[src/pci_bus_ctl_pkg.sv]
// Register map, field positions, reset values and carrier types of the PCI bus control register set.
package pci_bus_ctl_pkg;

  // ---------------------------------------------------------------------------
  // Register offsets and reset values
  // ---------------------------------------------------------------------------
  localparam logic [11:0] OFS_BUS_CONTROL = 12'h000;
  localparam logic [11:0] OFS_RETRY_LIMIT = 12'h080;
  localparam logic [11:0] OFS_SCRATCH = 12'h100;
  localparam logic [11:0] OFS_ERROR_SUMMARY = 12'h180;
  localparam logic [31:0] RST_BUS_CONTROL = 32'h0000_0000;
  localparam logic [31:0] RST_RETRY_LIMIT = 32'h0000_0000;
  localparam logic [31:0] RST_SCRATCH = 32'h0000_0000;
  localparam logic [31:0] RST_ERROR_SUMMARY = 32'h0000_0000;
  localparam logic [31:0] CTL_WMASK = 32'h1fff_ffff;
  localparam logic [31:0] RETRY_WMASK = 32'h00ff_ffff;

  // ---------------------------------------------------------------------------
  // Bus control field positions
  // ---------------------------------------------------------------------------
  localparam int CTL_ARB_HI = 28;
  localparam int CTL_ARB_LO = 27;
  localparam int CTL_MAP_HI = 26;
  localparam int CTL_MAP_LO = 25;
  localparam int CTL_UPBUF_HI = 24;
  localparam int CTL_UPBUF_LO = 23;
  localparam int CTL_PF_SIZE = 22;
  localparam int CTL_PF_EN = 21;
  localparam int CTL_BURST = 20;
  localparam int CTL_EXT_DIS = 19;
  localparam int CTL_MEM_EXT_HI = 18;
  localparam int CTL_MEM_EXT_LO = 14;
  localparam int CTL_IO_EXT_HI = 13;
  localparam int CTL_IO_EXT_LO = 9;
  localparam int CTL_CUT_EN = 8;
  localparam int CTL_CUT_THR_HI = 7;
  localparam int CTL_CUT_THR_LO = 4;
  localparam int CTL_PCI_RST = 3;
  localparam int CTL_BLK_SIZE = 2;
  localparam int CTL_CFG_HI = 1;
  localparam int CTL_CFG_LO = 0;

  // ---------------------------------------------------------------------------
  // Error summary field positions and masks
  // ---------------------------------------------------------------------------
  localparam int ERR_SERR = 18;
  localparam int ERR_LATENCY = 17;
  localparam int ERR_MAP_PAR_CPU = 16;
  localparam int ERR_ILL_CSR = 15;
  localparam int ERR_NXM = 14;
  localparam int ERR_TGT_DISC = 13;
  localparam int ERR_TGT_ABORT = 12;
  localparam int ERR_WR_PAR = 11;
  localparam int ERR_DATA_PAR = 10;
  localparam int ERR_ADDR_PAR = 9;
  localparam int ERR_MAP_INV = 8;
  localparam int ERR_HOSE_HI = 7;
  localparam int ERR_HOSE_LO = 1;
  localparam int ERR_SUM = 0;
  localparam logic [31:0] ERR_MASK = 32'h0007_ffff;
  localparam logic [31:0] ERR_FIRST_ONLY = 32'h0001_c000;
  localparam logic [31:0] ERR_IRQ_MASK = 32'h0005_fffe;

  // ---------------------------------------------------------------------------
  // Decoded values and timing counts
  // ---------------------------------------------------------------------------
  localparam logic [1:0] MAP_256K = 2'h1;
  localparam logic [1:0] MAP_512K = 2'h3;
  localparam logic [4:0] MAP_BITS_128K = 5'h0f;
  localparam logic [4:0] MAP_BITS_256K = 5'h10;
  localparam logic [4:0] MAP_BITS_512K = 5'h11;
  localparam logic [2:0] UPBUF_CODE0 = 3'h4;
  localparam logic [2:0] PF_BLOCKS_LARGE = 3'h4;
  localparam logic [2:0] PF_BLOCKS_SMALL = 3'h2;
  localparam logic [4:0] BURST_LW_64B = 5'h10;
  localparam logic [4:0] BURST_LW_32B = 5'h08;
  localparam logic [3:0] LAT_MAX_CYCLES = 4'h8;

  // ---------------------------------------------------------------------------
  // Carrier types
  // ---------------------------------------------------------------------------
  typedef enum logic [1:0] {SPACE_DENSE, SPACE_SPARSE_MEM, SPACE_SPARSE_IO, SPACE_CONFIG} addr_space_t;

  typedef struct packed {
    logic valid;
    logic write;
    logic [11:0] addr;
    logic [31:0] wdata;
  } csr_req_t;

  typedef struct packed {
    logic rvalid;
    logic [31:0] rdata;
  } csr_rsp_t;

  typedef struct packed {
    logic map_par_cpu;
    logic nxm;
    logic tgt_abort;
    logic wr_par;
    logic data_par;
    logic addr_par;
    logic map_inv;
    logic [6:0] hose;
  } err_evt_t;

  typedef struct packed {
    logic [4:0] map_index_bits;
    logic [2:0] up_credits;
    logic [2:0] pf_blocks;
    logic burst_all;
    logic [4:0] max_lw;
  } cfg_out_t;

endpackage

[src/pci_rr_arbiter.sv]
// Round-robin arbiter for the request lines of the PCI bus agents.
`timescale 1ns/1ps
module pci_rr_arbiter #(
  parameter int AGENTS = 4
) (
  // Clock and reset
  input wire logic core_clk,
  input wire logic nrst,
  // Requests and grants
  input wire logic [AGENTS-1:0] req,
  output logic [AGENTS-1:0] gnt
);

  localparam int PW = (AGENTS > 1) ? $clog2(AGENTS) : 1;

  logic [PW-1:0] last;
  logic [PW-1:0] next_last;
  logic [AGENTS-1:0] next_gnt;

  // A grant is held while its request stays; otherwise the search starts after the last winner.
  always_comb begin
    int idx;
    logic found;
    idx = 0;
    found = 1'b0;
    next_gnt = '0;
    next_last = last;
    if (|(gnt & req)) begin
      next_gnt = gnt;
    end else begin
      for (int i = 1; i <= AGENTS; i++) begin
        idx = (int'(last) + i) % AGENTS;
        if (!found && req[idx]) begin
          found = 1'b1;
          next_gnt[idx] = 1'b1;
          next_last = idx[PW-1:0];
        end
      end
    end
  end

  always_ff @(posedge core_clk) begin
    if (!nrst) begin
      gnt <= '0;
      last <= '0;
    end else begin
      gnt <= next_gnt;
      last <= next_last;
    end
  end
endmodule

[src/pci_bus_ctl.sv]
// Per-bus control, retry limit, scratch and error summary registers of the hose-to-bus controller.
//
// Operation
// - Round-robin arbitration; arbitration field written zero.
// - Map RAM size field sizes translation lookups.
// - Outstanding upstream packets never exceed buffer count.
// - Prefetch four extra blocks if set, else two.
// - Prefetch on memory read multiple only when enabled.
// - Burst bit sends all read-multiple packets per win.
// - Extension disable passes hose addresses unchanged.
// - Sparse memory upper address from memory extension.
// - Sparse I/O upper address from I/O extension.
// - Cut-through forwards read data before full arrival.
// - Unaligned reads wait for threshold longwords first.
// - Bus reset output follows write-only reset bit.
// - Block size bit limits bursts to 32 bytes.
// - Config cycle type drives address bits one, zero.
// - Retry limit exceeded or target abort flag errors.
// - Scratch word has no side effects.
// - Interrupt only on first error other than latency into summary.
// - System error pin and address parity set flags.
// - Target latency over eight cycles sets monitor flag.
// - Three error flags exist only on first bus.
// - Flag parity and invalid entries; capture failing address.
// - Error bits clear only where one written.
// - Summary bit reads one when any error set.
`timescale 1ns/1ps
module pci_bus_ctl #(
  parameter bit FIRST_BUS = 1'b1,
  parameter int AGENTS = 4,
  parameter int RETRY_W = 24
) (
  // Clock and reset
  input wire logic core_clk,
  input wire logic nrst,
  // CSR packets from the hose
  input pci_bus_ctl_pkg::csr_req_t csr_req,
  output pci_bus_ctl_pkg::csr_rsp_t csr_rsp,
  // PCI arbitration
  input wire logic [AGENTS-1:0] pci_req,
  output logic [AGENTS-1:0] pci_gnt,
  // PCI pins
  input wire logic serr_n,
  output logic pci_reset_n,
  // Error events from the bus and hose logic
  input pci_bus_ctl_pkg::err_evt_t err_evt,
  input wire logic [31:0] dma_fail_addr,
  output logic [31:0] fail_addr,
  // Outbound address translation
  input wire logic xlat_valid,
  input pci_bus_ctl_pkg::addr_space_t xlat_space,
  input wire logic [31:0] xlat_addr,
  output logic pci_addr_valid,
  output logic [31:0] pci_addr,
  // Upstream packet credits
  input wire logic up_pkt_send,
  input wire logic up_buf_free,
  output logic up_credit_avail,
  // DMA read cut-through
  input wire logic [4:0] rd_lw_count,
  input wire logic rd_all_arrived,
  input wire logic rd_aligned64,
  output logic rd_start_ok,
  // Master retry and target latency
  input wire logic tgt_disconnect,
  input wire logic burst_done,
  input wire logic tgt_burst_active,
  input wire logic tgt_lw_xfer,
  // Decoded configuration and interrupt
  output pci_bus_ctl_pkg::cfg_out_t cfg,
  output logic err_irq
);
  import pci_bus_ctl_pkg::*;

  // ---------------------------------------------------------------------------
  // Register state
  // ---------------------------------------------------------------------------
  logic [31:0] ctl, next_ctl;
  logic [31:0] retry_limit, next_retry_limit;
  logic [31:0] scratch, next_scratch;
  logic [31:0] err, next_err;
  logic [31:0] next_fail_addr;
  csr_rsp_t next_csr_rsp;
  logic next_err_irq, next_pci_reset_n;
  logic [31:0] err_set, err_clr;
  logic wr_ctl, wr_retry, wr_scratch, wr_err, addr_ok;

  // ---------------------------------------------------------------------------
  // Pin synchroniser for the system error line
  // ---------------------------------------------------------------------------
  logic serr_s1, serr_s2, serr_s3, serr_level, next_serr_level;

  always_comb begin
    next_serr_level = (serr_s2 == serr_s3) ? serr_s3 : serr_level;
  end

  always_ff @(posedge core_clk) begin
    if (!nrst) begin
      serr_s1 <= 1'b1;
      serr_s2 <= 1'b1;
      serr_s3 <= 1'b1;
      serr_level <= 1'b1;
    end else begin
      serr_s1 <= serr_n;
      serr_s2 <= serr_s1;
      serr_s3 <= serr_s2;
      serr_level <= next_serr_level;
    end
  end

  // ---------------------------------------------------------------------------
  // Retry, latency and credit counters
  // ---------------------------------------------------------------------------
  logic [RETRY_W-1:0] retry_cnt, next_retry_cnt;
  logic retry_exceeded;
  logic [3:0] lat_cnt, next_lat_cnt;
  logic lat_over;
  logic [2:0] outstanding, next_outstanding;
  logic [2:0] credit_limit;
  logic send_ok;

  always_comb begin
    credit_limit = (ctl[CTL_UPBUF_HI:CTL_UPBUF_LO] == 2'h0) ? UPBUF_CODE0 : {1'b0, ctl[CTL_UPBUF_HI:CTL_UPBUF_LO]};
    send_ok = up_pkt_send && up_credit_avail;
    next_outstanding = outstanding;
    if (send_ok && !(up_buf_free && outstanding != 3'h0)) begin
      next_outstanding = outstanding + 3'h1;
    end else if (!send_ok && up_buf_free && outstanding != 3'h0) begin
      next_outstanding = outstanding - 3'h1;
    end
    retry_exceeded = 1'b0;
    next_retry_cnt = retry_cnt;
    if (burst_done) begin
      next_retry_cnt = '0;
    end else if (tgt_disconnect) begin
      if (retry_cnt >= retry_limit[RETRY_W-1:0]) begin
        retry_exceeded = 1'b1;
        next_retry_cnt = '0;
      end else begin
        next_retry_cnt = retry_cnt + 1'b1;
      end
    end
    lat_over = 1'b0;
    next_lat_cnt = 4'h0;
    if (tgt_burst_active && !tgt_lw_xfer) begin
      if (lat_cnt == LAT_MAX_CYCLES) begin
        lat_over = 1'b1;
        next_lat_cnt = lat_cnt;
      end else begin
        next_lat_cnt = lat_cnt + 4'h1;
      end
    end
  end

  always_ff @(posedge core_clk) begin
    if (!nrst) begin
      retry_cnt <= '0;
      lat_cnt <= 4'h0;
      outstanding <= 3'h0;
      up_credit_avail <= 1'b0;
    end else begin
      retry_cnt <= next_retry_cnt;
      lat_cnt <= next_lat_cnt;
      outstanding <= next_outstanding;
      up_credit_avail <= next_outstanding < credit_limit;
    end
  end

  // ---------------------------------------------------------------------------
  // CSR access and error summary
  // ---------------------------------------------------------------------------
  always_comb begin
    wr_ctl = csr_req.valid && csr_req.write && csr_req.addr == OFS_BUS_CONTROL;
    wr_retry = csr_req.valid && csr_req.write && csr_req.addr == OFS_RETRY_LIMIT;
    wr_scratch = csr_req.valid && csr_req.write && csr_req.addr == OFS_SCRATCH;
    wr_err = csr_req.valid && csr_req.write && csr_req.addr == OFS_ERROR_SUMMARY;
    addr_ok = csr_req.addr == OFS_BUS_CONTROL || csr_req.addr == OFS_RETRY_LIMIT ||
              csr_req.addr == OFS_SCRATCH || csr_req.addr == OFS_ERROR_SUMMARY;
    next_ctl = wr_ctl ? (csr_req.wdata & CTL_WMASK) : ctl;
    next_retry_limit = wr_retry ? (csr_req.wdata & RETRY_WMASK) : retry_limit;
    next_scratch = wr_scratch ? csr_req.wdata : scratch;
    next_csr_rsp.rvalid = csr_req.valid && !csr_req.write;
    next_csr_rsp.rdata = 32'h0000_0000;
    if (csr_req.valid && !csr_req.write) begin
      unique case (csr_req.addr)
        OFS_BUS_CONTROL: next_csr_rsp.rdata = ctl & ~(32'h1 << CTL_PCI_RST);
        OFS_RETRY_LIMIT: next_csr_rsp.rdata = retry_limit;
        OFS_SCRATCH: next_csr_rsp.rdata = scratch;
        OFS_ERROR_SUMMARY: next_csr_rsp.rdata = err;
        default: next_csr_rsp.rdata = 32'h0000_0000;
      endcase
    end
    err_set = 32'h0000_0000;
    err_set[ERR_SERR] = !serr_level;
    err_set[ERR_LATENCY] = lat_over;
    err_set[ERR_MAP_PAR_CPU] = err_evt.map_par_cpu;
    err_set[ERR_ILL_CSR] = csr_req.valid && !addr_ok;
    err_set[ERR_NXM] = err_evt.nxm;
    err_set[ERR_TGT_DISC] = retry_exceeded;
    err_set[ERR_TGT_ABORT] = err_evt.tgt_abort;
    err_set[ERR_WR_PAR] = err_evt.wr_par;
    err_set[ERR_DATA_PAR] = err_evt.data_par;
    err_set[ERR_ADDR_PAR] = err_evt.addr_par;
    err_set[ERR_MAP_INV] = err_evt.map_inv;
    err_set[ERR_HOSE_HI:ERR_HOSE_LO] = err_evt.hose;
    err_set = FIRST_BUS ? err_set : (err_set & ~ERR_FIRST_ONLY);
    err_clr = wr_err ? csr_req.wdata : 32'h0000_0000;
    next_err = ((err & ~err_clr) | err_set) & ERR_MASK;
    next_err[ERR_SUM] = |next_err[ERR_SERR:ERR_HOSE_LO];
    next_err_irq = (|(next_err & ERR_IRQ_MASK)) && !(|(err & ERR_IRQ_MASK));
    next_fail_addr = (err_evt.wr_par || err_evt.map_inv) ? dma_fail_addr : fail_addr;
    next_pci_reset_n = !next_ctl[CTL_PCI_RST];
  end

  always_ff @(posedge core_clk) begin
    if (!nrst) begin
      ctl <= RST_BUS_CONTROL;
      retry_limit <= RST_RETRY_LIMIT;
      scratch <= RST_SCRATCH;
      err <= RST_ERROR_SUMMARY;
      fail_addr <= 32'h0000_0000;
      csr_rsp <= '0;
      err_irq <= 1'b0;
      pci_reset_n <= 1'b1;
    end else begin
      ctl <= next_ctl;
      retry_limit <= next_retry_limit;
      scratch <= next_scratch;
      err <= next_err;
      fail_addr <= next_fail_addr;
      csr_rsp <= next_csr_rsp;
      err_irq <= next_err_irq;
      pci_reset_n <= next_pci_reset_n;
    end
  end

  // ---------------------------------------------------------------------------
  // Decoded configuration, translation and cut-through
  // ---------------------------------------------------------------------------
  cfg_out_t next_cfg;
  logic [31:0] next_pci_addr;
  logic next_rd_start_ok;

  always_comb begin
    unique case (ctl[CTL_MAP_HI:CTL_MAP_LO])
      MAP_256K: next_cfg.map_index_bits = MAP_BITS_256K;
      MAP_512K: next_cfg.map_index_bits = MAP_BITS_512K;
      default: next_cfg.map_index_bits = MAP_BITS_128K;
    endcase
    next_cfg.up_credits = credit_limit;
    next_cfg.pf_blocks = !ctl[CTL_PF_EN] ? 3'h0 : (ctl[CTL_PF_SIZE] ? PF_BLOCKS_LARGE : PF_BLOCKS_SMALL);
    next_cfg.burst_all = ctl[CTL_BURST] && ctl[CTL_PF_EN];
    next_cfg.max_lw = ctl[CTL_BLK_SIZE] ? BURST_LW_32B : BURST_LW_64B;
    next_pci_addr = xlat_addr;
    unique case (xlat_space)
      SPACE_SPARSE_MEM: begin
        if (!ctl[CTL_EXT_DIS] && |xlat_addr[31:29]) begin
          next_pci_addr[31:27] = ctl[CTL_MEM_EXT_HI:CTL_MEM_EXT_LO];
        end
      end
      SPACE_SPARSE_IO: begin
        if (!ctl[CTL_EXT_DIS] && |xlat_addr[31:29]) begin
          next_pci_addr[31:27] = ctl[CTL_IO_EXT_HI:CTL_IO_EXT_LO];
        end
      end
      SPACE_CONFIG: next_pci_addr[1:0] = ctl[CTL_CFG_HI:CTL_CFG_LO];
      SPACE_DENSE: next_pci_addr = xlat_addr;
    endcase
    next_rd_start_ok = rd_all_arrived;
    if (ctl[CTL_CUT_EN] && rd_lw_count != 5'h00) begin
      if (rd_aligned64 || rd_lw_count >= {1'b0, ctl[CTL_CUT_THR_HI:CTL_CUT_THR_LO]}) begin
        next_rd_start_ok = 1'b1;
      end
    end
  end

  always_ff @(posedge core_clk) begin
    if (!nrst) begin
      cfg <= '0;
      pci_addr <= 32'h0000_0000;
      pci_addr_valid <= 1'b0;
      rd_start_ok <= 1'b0;
    end else begin
      cfg <= next_cfg;
      pci_addr <= next_pci_addr;
      pci_addr_valid <= xlat_valid;
      rd_start_ok <= next_rd_start_ok;
    end
  end

  // ---------------------------------------------------------------------------
  // Bus arbitration
  // ---------------------------------------------------------------------------
  pci_rr_arbiter #(.AGENTS(AGENTS)) u_arb (
    .core_clk(core_clk),
    .nrst(nrst),
    .req(pci_req),
    .gnt(pci_gnt)
  );
endmodule

[config.mk]
export PLATFORM = sky130hd
export DESIGN_NAME = pci_bus_ctl
export DESIGN_NICKNAME = d
export VERILOG_FILES = /design/src/pci_bus_ctl_pkg.sv /design/src/pci_rr_arbiter.sv /design/src/pci_bus_ctl.sv
export SDC_FILE = /design/constraint.sdc
export NUM_CORES = 1
export LEC_CHECK = 0
export ABC_AREA = 1
export BUFFER_PORTS_ARGS = -buffer_cell sky130_fd_sc_hd__buf_2
export CORE_MARGIN = 2
export CORE_UTILIZATION = 50
export CTS_BUF_LIST = sky130_fd_sc_hd__clkbuf_4
export DETAILED_ROUTE_END_ITERATION = 7
export PLACE_DENSITY = 0.79
export SYNTH_ARGS = -nofsm -noshare
export SYNTH_HDL_FRONTEND = slang
export SYNTH_SLANG_ARGS = --single-unit
[constraint.sdc]
create_clock -name core_clk -period 2.75 [get_ports core_clk]
set_clock_uncertainty 0.2 [all_clocks]
set_input_delay 0.55 -clock core_clk [delete_from_list [all_inputs] [get_ports core_clk]]
set_output_delay 0.55 -clock core_clk [all_outputs]
set_load 0.005 [all_outputs]
==> metrics, run 1 <==
Synth area leader=dfxtp_1; total power=roughly 8600 µW; library cells used by synthesis=46; DRT antenna net count=0; root buf cell=clkbuf_4; Max VDD drop=roughly 0.31 mV; synthesis-to-layout area growth=30.9%; DR vias/cell=between 5 and 6; area occupied by multi-input gates=0.00471 mm²; async set or reset register ratio after synthesis=0; cts bufs inserted=70; P_int=6090 µW; DR iter-0 viols=just over 900; vias post-DR=about 11000; initial antenna violation count=2; Yosys Warn Count=0; Final period util=0.919; H-tree depth=3; Post-Syn Area=around 0.011 mm²; placer congestion estimate=approximately 0.88; routed wire length=~35000 µm; hold depth=3; Slew @ Worst Pin=983 ps; Worst EP required=just over 3000 ps; die area=approximately 0.023 mm²; Clk Latency, worst-skew pair=approximately 690 ps; share of the synthesized area in the top cell type=0.474; Fill cells=~1800; clock share of power=0.371; fmax=a little under 400 MHz; CTS Sinks=258; first-pass GRT wire length=53300 µm; vias in the first global route=10800; Seq cells post-synth=258; gr ovfl total=0; effective utilization at floorplan=0.505; Sw Pwr=approximately 2500 µW; GRT busiest layer=met2; status=finished clean; met1 global-route usage=0.335; crit path DAT=roughly 2900 ps; Power Dens Cells=between 500 and 600 mW/mm²; routed len/inst=roughly 16 µm; Max Root-Sink Buffers=3; largest net degree at the start of global routing=around 150; Final min period=2530 ps; Comb pwr share=0.161; Worst Path Max Fanout=11; Area contributors post-synth=dfxtp_1 47%, nand2_1 7.4%, inv_1 6.3%; layout cells sized above 1=0.228; Rel. slew slack=0.344; Post-synth EDFFs=0; Seq. cell area=0.00516 mm²; Leakage=between 0.006 and 0.007 µW; Core ar.=approximately 0.022 mm²; Total GRT Usage=0.298; top post-synthesis cells by count=258 x dfxtp_1, 215 x nand2_1, 183 x inv_1; Ports=between 200 and 300; DPL Wire Length=between 20000 and 25000 µm; final setup violation count=0; startpoint types=flip-flop; Final Hold Viols=0; CP endpoint kind=flip-flop; Final nets=about 2000; worst min-delay path class=primary input to flip-flop; TritonRoute pass-1 iters=6; Reg2Reg Depth=10; Sequential Power Share=0.469; RSZ-0062 raised after global routing=false; max cap viols=0; Synth Flop Type=dfxtp_1; GR Util met3=0.101; IO Port Bufs=265; met2 Track Usage GR=0.503; die height=152 µm; Max Slew Vio Count=0; Sw Share=0.289; FP Rows=54; TritonCTS clock tree=yes; clock-pin slew on the worst setup and hold paths=roughly 70 ps; Die W=around 150 µm; register area share after synthesis=0.474; worst hold margin=approximately 33 ps; post-synthesis area per instance=a little under 8 µm²; Worst Path Class, Setup=flip-flop to flip-flop; most frequent cell after synthesis=dfxtp_1; Synth Instances=1410; post-route setup TNS=0 ps; DRC errors left=0
[layout make-up]
type / instances / area share
sequential: 258 / 0.362
multi-input combinational: 897 / 0.330
clock inverter: 15 / 0.00438
antenna: 2 / 0.000351
clock buffer: 98 / 0.0515
timing repair buffer: 388 / 0.177
tap: 280 / 0.0245
inverter: 192 / 0.0505
[critical path, stage by stage, from the launching register on]
cell     delay (ps)
dfxtp_1         580
inv_2           170
ha_1            380
inv_1           110
nand2_1         110
nand2_1         160
nand2_1          70
nor2_1          320
nor3_1           90
a21oi_1         140
a21oi_1          80
[cells in the final DEF (no fill, tap or decap), types with 3 or more instances in the layout]
cell type      count
or2_2              4
nor2_4             3
xor2_1             9
xnor2_1            3
a221oi_1          19
clkbuf_4          98
nand4_1           21
nor2_2             6
nor2_1           169
conb_1             4
nor3_2             3
nand3_1           40
nand2_2            7
nor3_1            14
a31oi_1            6
inv_1            183
clkinv_1          10
ha_1              47
buf_4             17
dlygate4sd3_1    106
a21oi_1          136
inv_2             11
dfxtp_1          258
nor3b_1            7
nand2_1          215
o22ai_1           29
nor4_1             5
o21ai_0          127
buf_2            264
o21a_1             3
a21o_1             3
[what timing repair did]
action                    in CTS  in global routing
hold buffers                 106                  0
buffers inserted               0                  0
hold endpoints to repair     122                  0
gates resized for setup        0                  0
[metrics by stage]
stage / util / instances / setup WS [ps] / instance area, µm²
6_report: 0.660 / 2130 / 223 / 14300
5_1_grt: 0.660 / 2130 / 21.7 / 14300
4_1_cts: 0.660 / 2128 / 333 / 14300
3_5_place_dp: 0.574 / 1909 / 246 / 12400
3_3_place_gp: 0.574 / 1909 / 293 / 12400
2_1_floorplan: - / 1413 / 682 / 10900
[registers in the layout, summed over array words and instances (netlist names), 2 cells and up]
signal / count
csr_rsp: 33
outstanding: 3
fail_addr: 32
scratch: 32
u_arb.gnt: 4
ctl: 29
u_arb.last: 2
lat_cnt: 4
pci_addr: 32
cfg: 11
retry_limit: 24
err: 19
retry_cnt: 24
[worst paths after layout]
check | endpoint | slack [ps] | startpoint
min reg2reg | serr_s2 | 210 | serr_s1
max | u_arb.last[1] | 220 | u_arb.last[0]
min | ctl[4] | 30 | csr_req[4]
max reg2reg | u_arb.last[1] | 220 | u_arb.last[0]
[layer usage]
metal,up-vias,wire (µm)
met1,5046,13200
met3,107,3790
li1,5427,-
met2,617,16400
met5,-,0
met4,0,1380
[power by group through the flow]
| stage | Sequential (µW) | Clock [µW] | Combinational [µW] |
|---|---|---|---|
| after detailed placement | 4090 | 0 | 1210 |
| final | 4010 | 3180 | 1380 |
| after global routing | 4030 | 3430 | 1540 |
| after floorplan | 4070 | 0 | 777 |
| after global placement | 4080 | 0 | 1180 |
| after CTS | 4010 | 3230 | 1340 |
[logic make-up after synthesis]
logic type,share of synthesized area
AOI/OAI and AO/OA,0.167
xor gates and xnor gates,0.00964
adders and majority gates,0.0539
buffers and inverters,0.0960
DFF,0.474
other,0.000344
and+or+nand+nor,0.199
Note: power is estimated with default switching activity, not from simulation.
==> run 2: changes to the inputs <==
- PLACE_DENSITY: 0.79 -> 0.78
- SYNTH_HIERARCHICAL: not set -> 1
==> run 2 against run 1 <==
  * Critical path depth increased by 2
  * Combinational power increased by 14%
  * Clock power increased by 6.6%
  * Hold slack improved by 5.6 ps
  * Core utilization increased by 1.1 points
  * Synthesized cell count increased by 2.8%
  * Worst setup slack improved by 230 ps
==> metrics, run 2 <==
status=finished clean; Area contributors post-synth=dfxtp_1 46%, nand2_1 8.0%, a21oi_1 6.3%; most frequent cells in the layout=264 x buf_2, 258 x dfxtp_1, 239 x nand2_1; critical path's slowest cell=dfxtp_1; worst r2r src=outstanding[0]; Seq cells post-synth=around 260; CTS Sinks=258; Max VDD drop=0.512 mV; most frequent cell after synthesis=dfxtp_1; Final Non-Filler Cells=around 2200; Final nets=2041; post-route setup TNS=0 ps; Hold EP=scratch[1]; Power Dens Cells=between 600 and 700 mW/mm²; die height=about 150 µm; layout cells sized above 1=0.234; Worst Path Class, Setup=flip-flop to flip-flop; FP Rows=54; Final period util=0.836; Final Hold Viols=0; Leakage=0.00680 µW; Core ar.=between 0.02 and 0.025 mm²; clock-pin slew on the worst setup and hold paths=around 70 ps; library cells used by synthesis=46; reg-to-reg critical path endpoint=up_credit_avail; Post-Syn Area=approximately 0.011 mm²; Top reg by flops=csr_rsp; Inst Count DP=approximately 1900; vias in the first global route=approximately 11000; gr ovfl total=0; Rel. slew slack=0.338; Post-synth EDFFs=0; fmax=approximately 440 MHz; Synth Instances=1449; DRC errors left=0; Final WS setup=between 400 and 500 ps; total power=8930 µW; root buf cell=clkbuf_4; max cap viols=0; async set or reset register ratio after synthesis=0; max incr delay on CP=approximately 350 ps; final core occ=0.671; final setup violation count=0; cts bufs inserted=a little under 70; DR iter-0 viols=825; initial antenna violation count=1; Slew @ Worst Pin=992 ps; Max Root-Sink Buffers=3; Ports=between 200 and 300; IO Port Bufs=between 200 and 300; share of the synthesized area in the top cell type=0.462; DPL Wire Length=~22000 µm; CP endpoint kind=flip-flop; Max Slew Vio Count=0; Synth area leader=dfxtp_1; placer congestion estimate=0.888; effective utilization at floorplan=0.510; first-pass GRT wire length=between 50000 and 60000 µm; crit path DAT=roughly 2700 ps; RSZ-0062 raised after global routing=false; Yosys Warn Count=6; Reg2Reg Depth=12; r2r setup slk=450 ps; top post-synthesis cells by count=258 x dfxtp_1, 239 x nand2_1, 184 x nor2_1; hold depth=3; routed wire length=roughly 33000 µm; synthesis-to-layout area growth=31.4%; hold_sp=csr_req[1]; cts repair resizes=0; Clk Latency, worst-skew pair=about 660 ps; die area=0.0236 mm²; post-synthesis area per instance=slightly below 8 µm²; routed len/inst=between 15 and 20 µm; DR vias/cell=about 5.2; vias post-DR=~11000; critical-path cell list=inv_1 > ha_1 > nand2_1 > nand3_1 > o21ai_0 > o21ai_0 > xor2_1 > inv_1 > ha_1 > a21oi_1 > nand2_1 > nor2_1; Worst Path Max Fanout=4; Largest register FFs=33; setup bufs post-CTS=0; Die W=153 µm; Fill cells=1812; Synth Flop Type=dfxtp_1; TritonCTS clock tree=yes; register area share after synthesis=0.462; Total GRT Usage=0.272; H-tree depth=3; DRT antenna net count=0; worst min-delay path class=primary input to flip-flop; setup slack at placement=roughly 150 ps; Worst EP required=between 3000 and 4000 ps; TritonRoute pass-1 iters=5; most common cell after layout, fill and taps aside=buf_2; Final min period=2300 ps; startpoint types=flip-flop; largest net degree at the start of global routing=131
[run 2: cell count changes in the layout (fill, tap and decap cells not counted), sizes merged, moves of 5 or more]
cell         change
inv             -25
nand3           +32
nand2           +35
o21ai           -25
nor2            +15
clkbuf           +6
dlygate4sd3      +5
a31oi            -6
[run 2: worst max-delay path by stage]
| stage | startpoint | endpoint | slack [ps] | depth (start not counted) |
|---|---|---|---|---|
| 2_1_floorplan | csr_req[35] | err[0] | 710 | 13 |
| 3_3_place_gp | csr_req[42] | scratch[29] | 210 | 11 |
| 3_5_place_dp | csr_req[42] | scratch[20] | 150 | 11 |
| 4_1_cts | retry_limit[23] | err[0] | 480 | 15 |
| 5_1_grt | retry_limit[19] | retry_cnt[9] | 230 | 14 |
| 6_report | outstanding[0] | up_credit_avail | 450 | 12 |
[run 2: power by group]
part,leakage [µW],internal [µW],switching (µW)
logic,0.00417,646,923
registers,0.00211,3880,95.7
clock network,0.000528,1820,1570
[run 2: logic make-up (layout without fill, tap and decap cells)]
kind of cell	count (synthesis)	in the layout	synth area share
adders and majority gates	47	47	0.0526
AOI/OAI and AO/OA	303	303	0.148
muxes	1	1	0.00101
buffers and inverters	242	687	0.0889
xor gates and xnor gates	14	14	0.0110
DFF	258	258	0.462
other	1	5	0.000336
and+or+nand+nor	583	583	0.236
[run 2: cell type report]
class	instances	area [µm²]	area share
Clock inverter	17	91.3	0.00622
Antenna cell	1	2.50	0.000170
Timing Repair Buffer	397	2620	0.179
Tap cell	280	350	0.0239
Inverter	169	648	0.0441
Sequential cell	258	5160	0.352
Multi-Input combinational cell	952	5030	0.342
Clock buffer	104	781	0.0532
[run 2: what timing repair did]
action / CTS / global route
setup endpoints to repair: 0 / 0
hold buffers: 111 / 0
hold endpoints to repair: 121 / 0
[run 2: through the flow]
step                      cell area, µm²  hold slack (ps)
after global routing               14700             16.2
final                              14700             38.5
after CTS                          14700            0.609
after global placement             12700              200
after detailed placement           12700              203
after floorplan                    11200              193
[run 2: metal layers]
metal / up-vias / track usage / part of all wire
met4: 0 / 0.130 / 0.038
met3: 112 / 0.0576 / 0.074
met1: 5132 / 0.339 / 0.42
met2: 492 / 0.448 / 0.47
met5: - / 0 / 0
li1: 5580 / - / -
[run 2: critical path, delay by kind of cell, from the launching register on]
| family | cells | cell delay (ps) |
|---|---|---|
| and+or+nand+nor | 4 | 380 |
| xor gates and xnor gates | 1 | 190 |
| DFF | 1 | 350 |
| buffers and inverters | 2 | 160 |
| AOI/OAI and AO/OA | 3 | 460 |
| adders and majority gates | 2 | 500 |
==> run 3: changes to the inputs <==
- PLACE_DENSITY: 0.78 -> 0.81
- clock period: 2.75 -> 2 ns (I/O delays scaled with it)
==> run 3 against run 2 <==
  * The flow now finishes with violations (negative setup slack)
  * Routed wire length rose by 16%
  * Clock power increased by 49%
  * Final cell count grew 5.0%
  * Critical endpoint is now retry_cnt[9]
==> metrics, run 3 (synthesis gave the netlist of run 2 again) <==
Rel. slew slack=0.317; routed wire length=roughly 38000 µm; Max Slew Vio Count=0; Final min period=2080 ps; Final Hold Viols=0; crit path DAT=roughly 2400 ps; Final period util=1.04; IO Port Bufs=about 270; RSZ-0062 raised after global routing=true; Reg2Reg Depth=13; die height=roughly 150 µm; Max VDD drop=between 0.8 and 0.9 mV; DRC errors left=0; Hold EP=pci_addr[1]; Final nets=between 2000 and 2500; status=finished, violations left; Ports=270; DRT antenna net count=0; final setup violation count=27; effective utilization at floorplan=0.510; r2r setup slk=-80 ps; startpoint types=flip-flop; reg-to-reg critical path endpoint=retry_cnt[9]; gr ovfl total=0; Largest register FFs=33; CTS Sinks=roughly 260; Leakage=around 0.0076 µW; Final WS setup=-80.7 ps; root buf cell=clkbuf_4; FP Rows=54; die area=0.0236 mm²; Die W=between 150 and 200 µm; DR iter-0 viols=between 900 and 1000; worst min-delay path class=primary input to flip-flop; TritonRoute pass-1 iters=6; most frequent cells in the layout=263 x buf_2, 237 x dfxtp_1, 223 x nand2_1; placer congestion estimate=roughly 0.90; initial antenna violation count=2; DR vias/cell=between 5 and 6; largest net degree at the start of global routing=93; synthesis-to-layout area growth=46.3%; worst hold margin=roughly 45 ps; fmax=around 480 MHz; layout cells sized above 1=0.317; failing checks=negative setup slack; hold depth=3; most common cell after layout, fill and taps aside=buf_2; routed len/inst=16.7 µm; worst r2r src=retry_limit[19]; hold_sp=xlat_space[1]; Core ar.=0.0219 mm²; Worst Path Max Fanout=6; Worst EP required=2330 ps; first-pass GRT wire length=~57000 µm; cts bufs inserted=70; CP endpoint kind=flip-flop; TritonCTS clock tree=yes; Total GRT Usage=0.296; Worst Path Class, Setup=flip-flop to flip-flop; Top reg by flops=csr_rsp; Power Dens Cells=816 mW/mm²; DPL Wire Length=around 23000 µm; vias post-DR=12300; Clk Latency, worst-skew pair=just over 700 ps; vias in the first global route=~12000; clock-pin slew on the worst setup and hold paths=~70 ps; Max Root-Sink Buffers=3; Slew @ Worst Pin=between 1000 and 1500 ps; H-tree depth=3; setup slack at placement=-189 ps; max cap viols=0
run 3: where the power goes:
group	internal [µW]	switching (µW)	leakage, µW	total [µW]
Clock	2830	2220	0.000548	5050
Sequential	5330	134	0.00212	5470
Combinational	1230	1590	0.00489	2820
run 3: per-layer routing:
| layer | track usage | up-vias | routed length [µm] |
|---|---|---|---|
| met5 | 0 | - | 0 |
| met4 | 0.158 | 0 | 1850 |
| met3 | 0.0754 | 172 | 3150 |
| met2 | 0.510 | 677 | 18800 |
| met1 | 0.337 | 5644 | 14400 |
| li1 | - | 5793 | - |
run 3: critical path: stages (launching register included):
cell and delay, ps:
dfxtp_2 330, inv_2 50, ha_4 270, nand2_1 80, nor2_1 110, and2_4 160
nand3_2 60, nor2_2 130, nand2_2 70, nand2_2 110, nand2_2 80, nand2_4 90
buf_6 140, a221oi_2 40
run 3: worst max-delay path by stage:
stage | from | endpoint | slack (ps) | cells past startpoint
after CTS | retry_limit[5] | retry_cnt[21] | -8 | 15
after global routing | retry_cnt[4] | retry_cnt[16] | -180 | 10
after global placement | csr_req[42] | err[0] | -150 | 14
after detailed placement | csr_req[35] | err[0] | -190 | 14
after floorplan | outstanding[0] | up_credit_avail | 2 | 13
final | retry_limit[19] | retry_cnt[9] | -80 | 13
run 3: final cells by class:
class	count	area (µm²)
Fill cell	1474	5550
Multi-Input combinational cell	952	5520
Sequential cell	258	5200
Timing Repair Buffer	507	3680
Clock buffer	101	758
Inverter	169	648
Tap cell	280	350
Clock inverter	17	175
Antenna cell	2	5.00
run 3: stage by stage:
| stage | setup TNS [ps] | cell area, µm² | instances | util | power, µW |
|---|---|---|---|---|---|
| floorplan | 0 | 11200 | 1452 | - | 6950 |
| global placement | -1710 | 13300 | 2018 | 0.610 | 7630 |
| detailed placement | -4240 | 13300 | 2018 | 0.610 | 7710 |
| CTS | -9.17 | 15800 | 2277 | 0.721 | 13000 |
| global route | -3240 | 16300 | 2286 | 0.747 | 13900 |
| finish | -1450 | 16300 | 2286 | 0.747 | 13300 |
run 3: repair_timing:
action / CTS / global route
setup buffers: 5 / 8
resized for setup: 30 / 113
endpoints found under the setup margin: 24 / 41
hold buffers: 135 / 0
gates cloned: 1 / 2
pin swaps: 13 / 49
endpoints found under the hold margin: 184 / 0
